File: src/core/cvp_pkg.sv
// constants, types and layouts for the config_variable programming interpreter
// Contract
// - Accept writes in direct, register, paged service modes and main-line programming.
// - Main-line programming matches locomotive address; writes stored, reads never answered.
// - Service-track writes execute whatever the addressed locomotive.
// - Bit 0 is the least significant, bit 7 the most significant.
// - Two-digit format runs a dedicated dialogue and returns no read values.
// - Two-digit number 80 is taken as zero.
// - Short mode: numbers and values below 80; brief periodic headlight flashes.
// - Short mode: confirmed number latched as target, two very quick flashes.
// - Confirmed value written to target, one-second light; more writes may follow.
// - Short mode left by selecting 80 or by power off then on.
// - Value 07 to variable 07 in short mode enters long mode, slow flashing.
// - Long mode reaches every variable and value 0 to 255 in two-part entries.
// - Long mode takes hundreds-tens of number, then long-short pattern awaiting units.
// - After number units confirmed, await value with long-short-short pattern.
// - Value hundreds-tens shows long-short-short-short; units write, one-second light, continue.
// - Long mode left only by power off then on.
// - Helper 96 holds indirect target hundreds, helper 97 units and tens.
// - Writing helper 99 copies its value at once into the indirect target.
// - After the indirect copy, helpers 96, 97 and 99 return to zero.
package cvp_pkg;

   localparam int unsigned CV_NUM_W        = 10;
   localparam int unsigned MM_NUM_W        = 7;

   // helper variables of the indirect path
   localparam logic [9:0]  CV_HELPER_HI    = 10'h060;
   localparam logic [9:0]  CV_HELPER_LO    = 10'h061;
   localparam logic [9:0]  CV_HELPER_TRIG  = 10'h063;
   localparam logic [7:0]  HELPER_RESET    = 8'h00;

   // two-digit dialogue codes
   localparam logic [6:0]  MM_ZERO_CODE    = 7'h50;
   localparam logic [6:0]  MM_LONG_KEY     = 7'h07;
   localparam logic [13:0] DEC_BASE        = 14'h000A;
   localparam logic [15:0] HUND_BASE       = 16'h0064;

   // register / paged service-mode map
   localparam logic [9:0]  REG_CFG_IDX     = 10'h005;
   localparam logic [9:0]  CV_CFG          = 10'h01D;
   localparam logic [9:0]  REG_PAGE_IDX    = 10'h006;
   localparam logic [9:0]  REG_LAST_IDX    = 10'h008;
   localparam logic [9:0]  PAGE_SIZE_IDX   = 10'h004;
   localparam logic [7:0]  PAGE_RESET      = 8'h01;

   // light timing
   localparam int unsigned CLK_PERIOD_NS   = 50;
   localparam int unsigned SLOT_NS         = 100_000_000;
   localparam int unsigned SLOT_CYCLES     = SLOT_NS / CLK_PERIOD_NS;
   localparam int unsigned ACK_NS          = 1_000_000_000;
   localparam logic [3:0]  ACK_SLOTS       = 4'(ACK_NS / SLOT_NS);
   localparam logic [3:0]  QUICK_SLOTS     = 4'h4;

   // light patterns, one bit per slot, bit 0 first
   localparam logic [15:0] PAT_OFF         = 16'h0000;
   localparam logic [15:0] PAT_SHORT       = 16'h0001;
   localparam logic [15:0] PAT_SLOW        = 16'h00FF;
   localparam logic [15:0] PAT_L_S         = 16'h0017;
   localparam logic [15:0] PAT_L_S_S       = 16'h0057;
   localparam logic [15:0] PAT_L_S_S_S     = 16'h0157;

   typedef enum logic [1:0] {
      CVP_DIRECT   = 2'h0,
      CVP_REGISTER = 2'h1,
      CVP_PAGED    = 2'h2,
      CVP_MAIN     = 2'h3
   } cvp_mode_t;

   typedef struct packed {
      cvp_mode_t   mode;
      logic        write;
      logic [7:0]  loco;
      logic [9:0]  index;
      logic [7:0]  value;
   } cvp_cmd_t;

   typedef struct packed {
      logic [6:0]  num;
      logic        dir;
   } cvp_mm_t;

   typedef struct packed {
      logic [9:0]  num;
      logic [7:0]  data;
   } cvp_cv_wr_t;

   typedef enum logic [6:0] {
      ST_RUN         = 7'h01,
      ST_SHORT_CV    = 7'h02,
      ST_SHORT_VAL   = 7'h04,
      ST_LONG_CV_HI  = 7'h08,
      ST_LONG_CV_LO  = 7'h10,
      ST_LONG_VAL_HI = 7'h20,
      ST_LONG_VAL_LO = 7'h40
   } cvp_state_t;

   typedef enum logic [1:0] {
      OVL_NONE  = 2'h0,
      OVL_QUICK = 2'h1,
      OVL_ACK   = 2'h2
   } cvp_ovl_t;

endpackage

File: src/core/cvp_interp.sv
// config_variable programming interpreter: service, main-line, two-digit and indirect paths
`timescale 1ns/1ps

module cvp_interp
   import cvp_pkg::*;
#(
   parameter int unsigned SLOT_CYC = SLOT_CYCLES
)(
   input  wire logic        ref_clk_i,
   input  wire logic        rst_n_i,
   input  wire logic        track_power_i,
   input  wire logic [7:0]  my_addr_i,
   input  wire logic        cmd_valid_i,
   input  wire cvp_cmd_t    cmd_i,
   input  wire logic        mm_valid_i,
   input  wire cvp_mm_t     mm_i,
   output logic             cv_we_o,
   output cvp_cv_wr_t       cv_wr_o,
   output logic             rd_req_o,
   output logic [9:0]       rd_num_o,
   output logic             rd_done_o,
   output logic [7:0]       rd_data_o,
   output logic             prog_light_o,
   output logic             motor_hold_o,
   output logic             drive_enable_o,
   output logic             prog_active_o,
   output logic             long_mode_o
);

   if (SLOT_CYC < 2) begin : g_bad_slot
      $error("cvp_interp: SLOT_CYC must be at least 2");
   end

   localparam int unsigned SLOT_W = $clog2(SLOT_CYC + 1);

   function automatic logic [6:0] mm_value(input logic [6:0] a);
      return (a == MM_ZERO_CODE) ? 7'h00 : a;
   endfunction

   function automatic logic [9:0] two_part(input logic [6:0] hi, input logic [6:0] lo);
      logic [13:0] s;
      s = 14'(hi) * DEC_BASE + 14'(lo);
      return s[9:0];
   endfunction

   function automatic logic [15:0] hundreds(input logic [7:0] h, input logic [7:0] l);
      return 16'(h) * HUND_BASE + 16'(l);
   endfunction

   ////////////////////////////////////////////////////////////////////////////////
   // reset release and track power synchroniser

   logic rst_meta_reg;
   logic rst_n;

   always_ff @(posedge ref_clk_i or negedge rst_n_i) begin
      if (!rst_n_i) begin
         rst_meta_reg <= 1'b0;
         rst_n        <= 1'b0;
      end else begin
         rst_meta_reg <= 1'b1;
         rst_n        <= rst_meta_reg;
      end
   end

   logic pwr_meta_reg;
   logic pwr_sync_reg;
   logic pwr_prev_reg;

   always_ff @(posedge ref_clk_i or negedge rst_n) begin
      if (!rst_n) begin
         pwr_meta_reg <= 1'b0;
         pwr_sync_reg <= 1'b0;
         pwr_prev_reg <= 1'b0;
      end else begin
         pwr_meta_reg <= track_power_i;
         pwr_sync_reg <= pwr_meta_reg;
         pwr_prev_reg <= pwr_sync_reg;
      end
   end

   wire pwr_rise = pwr_sync_reg & ~pwr_prev_reg;
   wire pwr_lost = ~pwr_sync_reg;

   ////////////////////////////////////////////////////////////////////////////////
   // standard service / main-line command decode

   cvp_state_t st_reg;
   cvp_state_t st_next;
   logic [7:0] page_reg;
   logic [7:0] h_hi_reg;
   logic [7:0] h_lo_reg;

   wire dlg_active = (st_reg != ST_RUN);

   wire        is_main    = (cmd_i.mode == CVP_MAIN);
   wire        loco_match = (cmd_i.loco == my_addr_i);
   wire [9:0]  idx        = cmd_i.index;
   wire        reg_small  = (idx != 10'h000) && (idx <= REG_LAST_IDX);
   wire        page_idx   = (idx >= 10'h001) && (idx <= PAGE_SIZE_IDX);
   wire [9:0]  page_base  = {page_reg - 8'h01, 2'h0};

   // register mode: 1..4,7,8 straight, 5 is the configuration byte, 6 the page register
   wire        reg_page   = (cmd_i.mode == CVP_REGISTER) && (idx == REG_PAGE_IDX);
   wire [9:0]  reg_num    = (idx == REG_CFG_IDX) ? CV_CFG : idx;

   logic [9:0] std_num;
   logic       std_hit;

   always_comb begin
      std_num = idx;
      std_hit = 1'b0;
      case (cmd_i.mode)
         CVP_DIRECT:   std_hit = 1'b1;
         CVP_MAIN:     std_hit = 1'b1;
         CVP_REGISTER: begin
            std_num = reg_num;
            std_hit = reg_small && !reg_page;
         end
         CVP_PAGED:    begin
            std_num = page_base + idx;
            std_hit = page_idx;
         end
         default:      std_hit = 1'b0;
      endcase
   end

   // service track ignores the address; the main line must match it
   wire std_ok   = cmd_valid_i && !dlg_active && (is_main ? loco_match : 1'b1);
   wire std_we   = std_ok && cmd_i.write && std_hit;
   wire page_we  = std_ok && cmd_i.write && reg_page;
   wire std_rd   = std_ok && !cmd_i.write && !is_main && (std_hit || reg_page);

   ////////////////////////////////////////////////////////////////////////////////
   // two-digit dialogue

   logic       fresh_reg;
   logic       dir_prev_reg;
   logic [6:0] num_reg;
   logic [6:0] part_reg;
   logic [6:0] part_next;
   logic [9:0] sel_reg;
   logic [9:0] sel_next;
   logic       dlg_we;
   logic [9:0] dlg_num;
   logic [7:0] dlg_val;
   cvp_ovl_t   ovl_req;

   wire [6:0] mm_num   = mm_value(mm_i.num);
   wire       confirm  = mm_valid_i && mm_i.dir && !dir_prev_reg;
   // own address or the unknown-address code, direction held right after power-on
   wire       addr_hit = (mm_i.num == MM_ZERO_CODE) || ({1'b0, mm_i.num} == my_addr_i);
   wire       enter    = mm_valid_i && fresh_reg && mm_i.dir && addr_hit;
   wire [9:0] long_val = two_part(part_reg, num_reg);

   always_comb begin
      st_next   = st_reg;
      part_next = part_reg;
      sel_next  = sel_reg;
      dlg_we    = 1'b0;
      dlg_num   = sel_reg;
      dlg_val   = {1'b0, num_reg};
      ovl_req   = OVL_NONE;
      case (st_reg)
         ST_RUN: begin
            if (enter) begin
               st_next = ST_SHORT_CV;
            end
         end
         ST_SHORT_CV: begin
            if (confirm) begin
               if (num_reg == 7'h00) begin
                  st_next = ST_RUN;
               end else begin
                  sel_next = {3'h0, num_reg};
                  ovl_req  = OVL_QUICK;
                  st_next  = ST_SHORT_VAL;
               end
            end
         end
         ST_SHORT_VAL: begin
            if (confirm) begin
               if (sel_reg == {3'h0, MM_LONG_KEY} && num_reg == MM_LONG_KEY) begin
                  st_next = ST_LONG_CV_HI;
               end else begin
                  dlg_we  = 1'b1;
                  ovl_req = OVL_ACK;
                  st_next = ST_SHORT_CV;
               end
            end
         end
         ST_LONG_CV_HI: begin
            if (confirm) begin
               part_next = num_reg;
               st_next   = ST_LONG_CV_LO;
            end
         end
         ST_LONG_CV_LO: begin
            if (confirm) begin
               sel_next = two_part(part_reg, num_reg);
               st_next  = ST_LONG_VAL_HI;
            end
         end
         ST_LONG_VAL_HI: begin
            if (confirm) begin
               part_next = num_reg;
               st_next   = ST_LONG_VAL_LO;
            end
         end
         ST_LONG_VAL_LO: begin
            if (confirm) begin
               // results above 255 cannot be stored and are dropped
               dlg_we  = (long_val[9:8] == 2'h0);
               dlg_val = long_val[7:0];
               ovl_req = OVL_ACK;
               st_next = ST_LONG_CV_HI;
            end
         end
         default: st_next = ST_RUN;
      endcase
      if (pwr_lost) begin
         st_next = ST_RUN;
      end
   end

   always_ff @(posedge ref_clk_i or negedge rst_n) begin
      if (!rst_n) begin
         st_reg       <= ST_RUN;
         sel_reg      <= 10'h000;
         part_reg     <= 7'h00;
         num_reg      <= 7'h00;
         dir_prev_reg <= 1'b0;
         fresh_reg    <= 1'b0;
      end else begin
         st_reg    <= st_next;
         sel_reg   <= sel_next;
         part_reg  <= part_next;
         if (mm_valid_i) begin
            dir_prev_reg <= mm_i.dir;
            if (!mm_i.dir) begin
               num_reg <= mm_num;
            end
         end
         // only the first packet after power-on may open the dialogue
         if (pwr_rise) begin
            fresh_reg <= 1'b1;
         end else if (mm_valid_i || pwr_lost) begin
            fresh_reg <= 1'b0;
         end
      end
   end

   ////////////////////////////////////////////////////////////////////////////////
   // write path with indirect helpers

   wire       any_we  = std_we || dlg_we;
   wire [9:0] wr_num  = dlg_we ? dlg_num : std_num;
   wire [7:0] wr_val  = dlg_we ? dlg_val : cmd_i.value;
   wire       wr_hi   = any_we && (wr_num == CV_HELPER_HI);
   wire       wr_lo   = any_we && (wr_num == CV_HELPER_LO);
   wire       wr_trig = any_we && (wr_num == CV_HELPER_TRIG);
   wire       wr_std  = any_we && !wr_hi && !wr_lo && !wr_trig;

   wire [15:0] ind_full = hundreds(h_hi_reg, h_lo_reg);
   wire        ind_ok   = (ind_full[15:10] == 6'h00);

   always_ff @(posedge ref_clk_i or negedge rst_n) begin
      if (!rst_n) begin
         h_hi_reg <= HELPER_RESET;
         h_lo_reg <= HELPER_RESET;
         page_reg <= PAGE_RESET;
         cv_we_o  <= 1'b0;
         cv_wr_o  <= '0;
      end else begin
         cv_we_o <= 1'b0;
         if (wr_hi) begin
            h_hi_reg <= wr_val;
         end
         if (wr_lo) begin
            h_lo_reg <= wr_val;
         end
         if (page_we) begin
            page_reg <= cmd_i.value;
         end
         if (wr_trig) begin
            cv_we_o  <= ind_ok;
            // an out-of-range target is dropped; the last write stays on the port
            if (ind_ok) begin
               cv_wr_o <= '{num: ind_full[9:0], data: wr_val};
            end
            h_hi_reg <= HELPER_RESET;
            h_lo_reg <= HELPER_RESET;
         end else if (wr_std) begin
            cv_we_o <= 1'b1;
            cv_wr_o <= '{num: wr_num, data: wr_val};
         end
      end
   end

   ////////////////////////////////////////////////////////////////////////////////
   // read path: helpers and page answered here, others forwarded

   wire rd_local = std_rd && (reg_page || std_num == CV_HELPER_HI
                   || std_num == CV_HELPER_LO || std_num == CV_HELPER_TRIG);

   logic [7:0] local_data;

   always_comb begin
      local_data = HELPER_RESET;
      if (reg_page) begin
         local_data = page_reg;
      end else if (std_num == CV_HELPER_HI) begin
         local_data = h_hi_reg;
      end else if (std_num == CV_HELPER_LO) begin
         local_data = h_lo_reg;
      end
   end

   always_ff @(posedge ref_clk_i or negedge rst_n) begin
      if (!rst_n) begin
         rd_req_o  <= 1'b0;
         rd_num_o  <= 10'h000;
         rd_done_o <= 1'b0;
         rd_data_o <= 8'h00;
      end else begin
         rd_req_o  <= std_rd && !rd_local;
         rd_done_o <= rd_local;
         if (std_rd) begin
            rd_num_o  <= std_num;
            rd_data_o <= local_data;
         end
      end
   end

   ////////////////////////////////////////////////////////////////////////////////
   // light feedback: slot ticks, state pattern and overlays

   logic [SLOT_W-1:0] slot_cnt_reg;
   logic [3:0]        step_reg;
   logic [3:0]        ovl_cnt_reg;
   cvp_ovl_t          ovl_kind_reg;
   logic [15:0]       pat;

   wire slot_tick = (slot_cnt_reg == SLOT_W'(SLOT_CYC - 1));

   always_comb begin
      case (st_reg)
         ST_SHORT_CV:    pat = PAT_SHORT;
         ST_SHORT_VAL:   pat = PAT_SHORT;
         ST_LONG_CV_HI:  pat = PAT_SLOW;
         ST_LONG_CV_LO:  pat = PAT_L_S;
         ST_LONG_VAL_HI: pat = PAT_L_S_S;
         ST_LONG_VAL_LO: pat = PAT_L_S_S_S;
         default:        pat = PAT_OFF;
      endcase
   end

   wire ovl_on    = (ovl_kind_reg == OVL_ACK) || ovl_cnt_reg[0];
   wire light_nxt = (ovl_cnt_reg != 4'h0) ? ovl_on : pat[step_reg];

   always_ff @(posedge ref_clk_i or negedge rst_n) begin
      if (!rst_n) begin
         slot_cnt_reg <= '0;
         step_reg     <= 4'h0;
         ovl_cnt_reg  <= 4'h0;
         ovl_kind_reg <= OVL_NONE;
         prog_light_o <= 1'b0;
      end else begin
         // restart the slot on an overlay so its first slot is never cut short
         slot_cnt_reg <= (slot_tick || ovl_req != OVL_NONE) ? '0
                         : slot_cnt_reg + SLOT_W'(1);
         if (slot_tick) begin
            step_reg <= step_reg + 4'h1;
         end
         if (ovl_req != OVL_NONE) begin
            ovl_kind_reg <= ovl_req;
            ovl_cnt_reg  <= (ovl_req == OVL_ACK) ? ACK_SLOTS : QUICK_SLOTS;
         end else if (pwr_lost) begin
            ovl_cnt_reg <= 4'h0;
         end else if (slot_tick && ovl_cnt_reg != 4'h0) begin
            ovl_cnt_reg <= ovl_cnt_reg - 4'h1;
         end
         prog_light_o <= light_nxt;
      end
   end

   ////////////////////////////////////////////////////////////////////////////////
   // status outputs

   always_ff @(posedge ref_clk_i or negedge rst_n) begin
      if (!rst_n) begin
         motor_hold_o   <= 1'b0;
         drive_enable_o <= 1'b1;
         prog_active_o  <= 1'b0;
         long_mode_o    <= 1'b0;
      end else begin
         motor_hold_o   <= (st_next != ST_RUN);
         drive_enable_o <= (st_next == ST_RUN);
         prog_active_o  <= (st_next != ST_RUN);
         long_mode_o    <= (st_next != ST_RUN) && (st_next != ST_SHORT_CV)
                           && (st_next != ST_SHORT_VAL);
      end
   end

endmodule // cvp_interp

File: config.mk
export PLATFORM = sky130hd
export DESIGN_NAME = cvp_interp
export DESIGN_NICKNAME = d
export VERILOG_FILES = /design/src/core/cvp_pkg.sv /design/src/core/cvp_interp.sv
export SDC_FILE = /design/constraint.sdc
export NUM_CORES = 1
export LEC_CHECK = 0
export ABC_AREA = 1
export BUFFER_PORTS_ARGS = -buffer_cell sky130_fd_sc_hd__buf_2
export CORE_ASPECT_RATIO = 1.1
export CORE_UTILIZATION = 45
export CTS_BUF_LIST = sky130_fd_sc_hd__clkbuf_16
export DETAILED_ROUTE_END_ITERATION = 8
export SLEW_MARGIN = 20
export SYNTH_ARGS = -nofsm -noshare
export SYNTH_HDL_FRONTEND = slang
export SYNTH_SLANG_ARGS = --single-unit
File: constraint.sdc
create_clock -name ref_clk_i -period 4.4 [get_ports ref_clk_i]
set_input_delay 0.44 -clock ref_clk_i [delete_from_list [all_inputs] [get_ports ref_clk_i]]
set_output_delay 0.44 -clock ref_clk_i [all_outputs]
set_load 0.005 [all_outputs]
==> impl_metrics.py <==
metrics = {
    "run_status": {
        "status": "finished clean",
    },
    "timing": {
        "setup_ws_ns": 0.322,
        "tightestPinTransition_ns": 0.797,
        "tns_ns": 0,
        "max_freq_ghz": 0.245,
        "slew_headroom_pct": 46.8,
        "period_share_pct": 92.7,
        "hold_violations": 0,
        "final.min_clock_period_ns": 4.08,
        "setup_viol": 0,
        "holdWs_ns": 0.117,
        "slew_violations": 0,
        "fin_skew_ns": 0.00870,
        "rsz0062_at_grt": "no",
    },
    "grt": {
        "antenna_found_initial": 0,
        "grt_use_total_pct": 23.8,
        "grt_pass1_wl_mm": 38.1,
        "grt_pass1_vias": 7708,
        "grt-ovfl-total": 0,
        "grt_max_degree": 51,
    },
    "floorplanning": {
        "die_area_um2": 20900,
        "die_width_um": 138,
        "rows": 54,
        "io_pins": 94,
        "start_util_pct": 46.0,
        "die_h_um": 151,
        "coreArea_um2": 19900,
    },
    "yosys": {
        "yosys.area_share.adder_pct": 10.6,
        "syn-num-nets": 1341,
        "synth_warnings": 0,
        "synth-xor-area-share_pct": 4.31,
        "ys_dominant_reg_cell": "dfrtp_1",
        "synth_seq_cells": 136,
        "seq_area_frac_synth_pct": 37.3,
        "muxShareOfSynthArea_pct": 0.370,
        "synth_edf_count": 0,
        "synth_compound_area_share_pct": 9.60,
        "synthSimpleGateAreaFrac_pct": 29.7,
        "synth.area.top_cells": "dfrtp_1, nand2_1, ha_1, inv_1, nand3_1",
        "syn_area_um2": 9140,
        "synth_top_area_share_pct": 36.4,
        "async_reset_ff_share_pct": 100,
        "synth_top_family_by_area": "simple AND/OR/NAND/NOR gates",
        "synth_area_leader_cell": "dfrtp_1",
        "syn_avg_cell_area_um2": 7.50,
        "synth.distinct_cells": 52,
        "syn_inst": 1218,
    },
    "worst_setup_path": {
        "path_class": "reg2reg",
        "start_kind": "flip-flop",
        "cp_max_fo": 18,
        "worstPathRequired_ns": 4.72,
        "crit_arrival_ns": 4.39,
        "timing.rr.start": "part_reg[1]",
        "critPathCaptureType": "flip-flop",
        "crit_start": "part_reg[1]",
    },
    "final_layout": {
        "multi_input_area_um2": 5110,
        "largest_reg_flops": 21,
        "num_antenna_cells": 0,
        "drive_above_1_share_pct": 14.8,
        "seqCellArea_um2": 3410,
        "final_util_pct": 54.5,
        "layout_common_cells": "nand2_1, inv_1, dfrtp_1, buf_2, nor2_1",
        "final_common_cell": "nand2_1",
        "fin_cells": 1600,
        "area_growth_pct": 18.4,
        "fill_cells": 1935,
        "final_nets": 1458,
    },
    "route": {
        "dr.pass1.iters": 5,
        "remaining_drc_errors": 0,
        "via_per_inst": 5.15,
        "wire_per_inst_um": 14.6,
        "num_vias": 8244,
        "ant_nets": 0,
        "finalWirelength_mm": 23.4,
        "drt_iter0_drc": 567,
    },
    "job": {
        "maxCapViolations": 0,
    },
    "clocking": {
        "htree_levels": 4,
        "numCtsBuffers": 17,
        "cts-root-buf": "clkbuf_16",
        "tritoncts": "built",
        "clkTransAtPathRegs_ns": 0.06,
        "clock_path_buffers": 2,
        "clock_sinks": 136,
        "clock_latency_ns": 0.43,
    },
    "worst_hold_path": {
        "hold_class": "in2reg",
        "hp-start": "track_power_i",
    },
    "place": {
        "gp_congestion": 0.905,
        "place_hpwl_mm": 17.9,
        "placedCellCount": 1557,
        "io_buffers": 93,
        "dp_slack_ns": 0.0446,
    },
    "power": {
        "power_density_nw_per_um2": 346,
        "p_leak_nw": 5.71,
        "peakVddDrop_v": 0.000266,
    },
}
worst max-delay path, stage by stage (launching register included):
cell and delay [ns]:
dfrtp_2 0.44, ha_1 0.31, ha_2 0.21, fa_2 0.35, xor2_1 0.17, ha_1 0.34, nand2_1 0.07, inv_1 0.08
nand4_1 0.14, inv_1 0.09, nor2_1 0.04, nor2_1 0.09, nand2_1 0.05, nand2_1 0.12, nand2_4 0.09, nand2_8 0.13
nand2_4 0.07, buf_4 0.14, o21ai_2 0.25, nor2_4 0.09, nand4_1 0.09, buf_4 0.16, nand3_4 0.12, buf_12 0.18
nand3_1 0.08, nand2_1 0.06
Yosys cell counts, types with 11 or more instances:
| library cell | n |
|---|---|
| ha_1 | 66 |
| inv_1 | 158 |
| nor4_1 | 11 |
| nor3_1 | 27 |
| nand2_1 | 333 |
| a21oi_1 | 42 |
| o21ai_0 | 76 |
| nand4_1 | 32 |
| xor2_1 | 30 |
| xnor2_1 | 15 |
| nor2_1 | 92 |
| nand3_1 | 87 |
| dfrtp_1 | 133 |
| clkbuf_1 | 11 |
layer usage:
layer  GRT usage (%)  up-vias  share of wire [%]
met2            39.2      187                 47
met3            4.25       35                3.9
met4            7.66        0                1.8
met1            31.3     3799                 47
li1                -     4223                  -
met5               0        -                  0
cells by family (layout without fill, tap and decap cells):
kind of cell | Yosys count | in the layout
buffers and inverters | 189 | 316
AOI/OAI and AO/OA | 157 | 157
and+or+nand+nor | 614 | 617
xor gates and xnor gates | 45 | 45
adders and majority gates | 73 | 73
other | 1 | 1
DFF | 136 | 136
muxes | 3 | 3
final cells by class:
class	count	area share [%]
Clock buffer	17	3.93
Inverter	168	5.83
Sequential cell	136	31.5
Timing Repair Buffer	116	6.22
Tap cell	252	2.91
Multi-Input combinational cell	896	47.2
Clock inverter	15	2.32
per-stage QoR:
| step | cell area [µm²] | total power [mW] |
|---|---|---|
| 6_report | 10800 | 3.74 |
| 4_1_cts | 10600 | 3.77 |
| 5_1_grt | 10800 | 3.94 |
| 3_5_place_dp | 9930 | 2.11 |
| 3_3_place_gp | 9930 | 2.10 |
| 2_1_floorplan | 9140 | 1.86 |
worst paths after layout:
path | endpoint | slack, ns | cells after the start
worst max-delay path | cv_wr_o[0] | 0.32 | 25
worst min-delay path | pwr_meta_reg | 0.12 | 1
worst max register to register | cv_wr_o[0] | 0.32 | 25
worst min register to register | pwr_sync_reg | 0.35 | 0
max in group asynchronous | part_reg[1] | 2.90 | 1
min in group asynchronous | rst_n | 0.33 | 2
report_power, final:
part           switching (mW)  total [mW]  internal [mW]
sequential              0.107        1.50           1.39
clock                   0.579        1.65           1.07
combinational           0.356       0.599          0.243
total                    1.04        3.74           2.70
timing repair:
| item | CTS | global route |
|---|---|---|
| hold endpoints to repair | 2 | 0 |
| buffers inserted | 0 | 7 |
| endpoints found under the setup margin | 0 | 35 |
| hold buffers | 1 | 0 |
| resized for setup | 0 | 30 |
No activity file was read; power rests on OpenSTA's default activity.
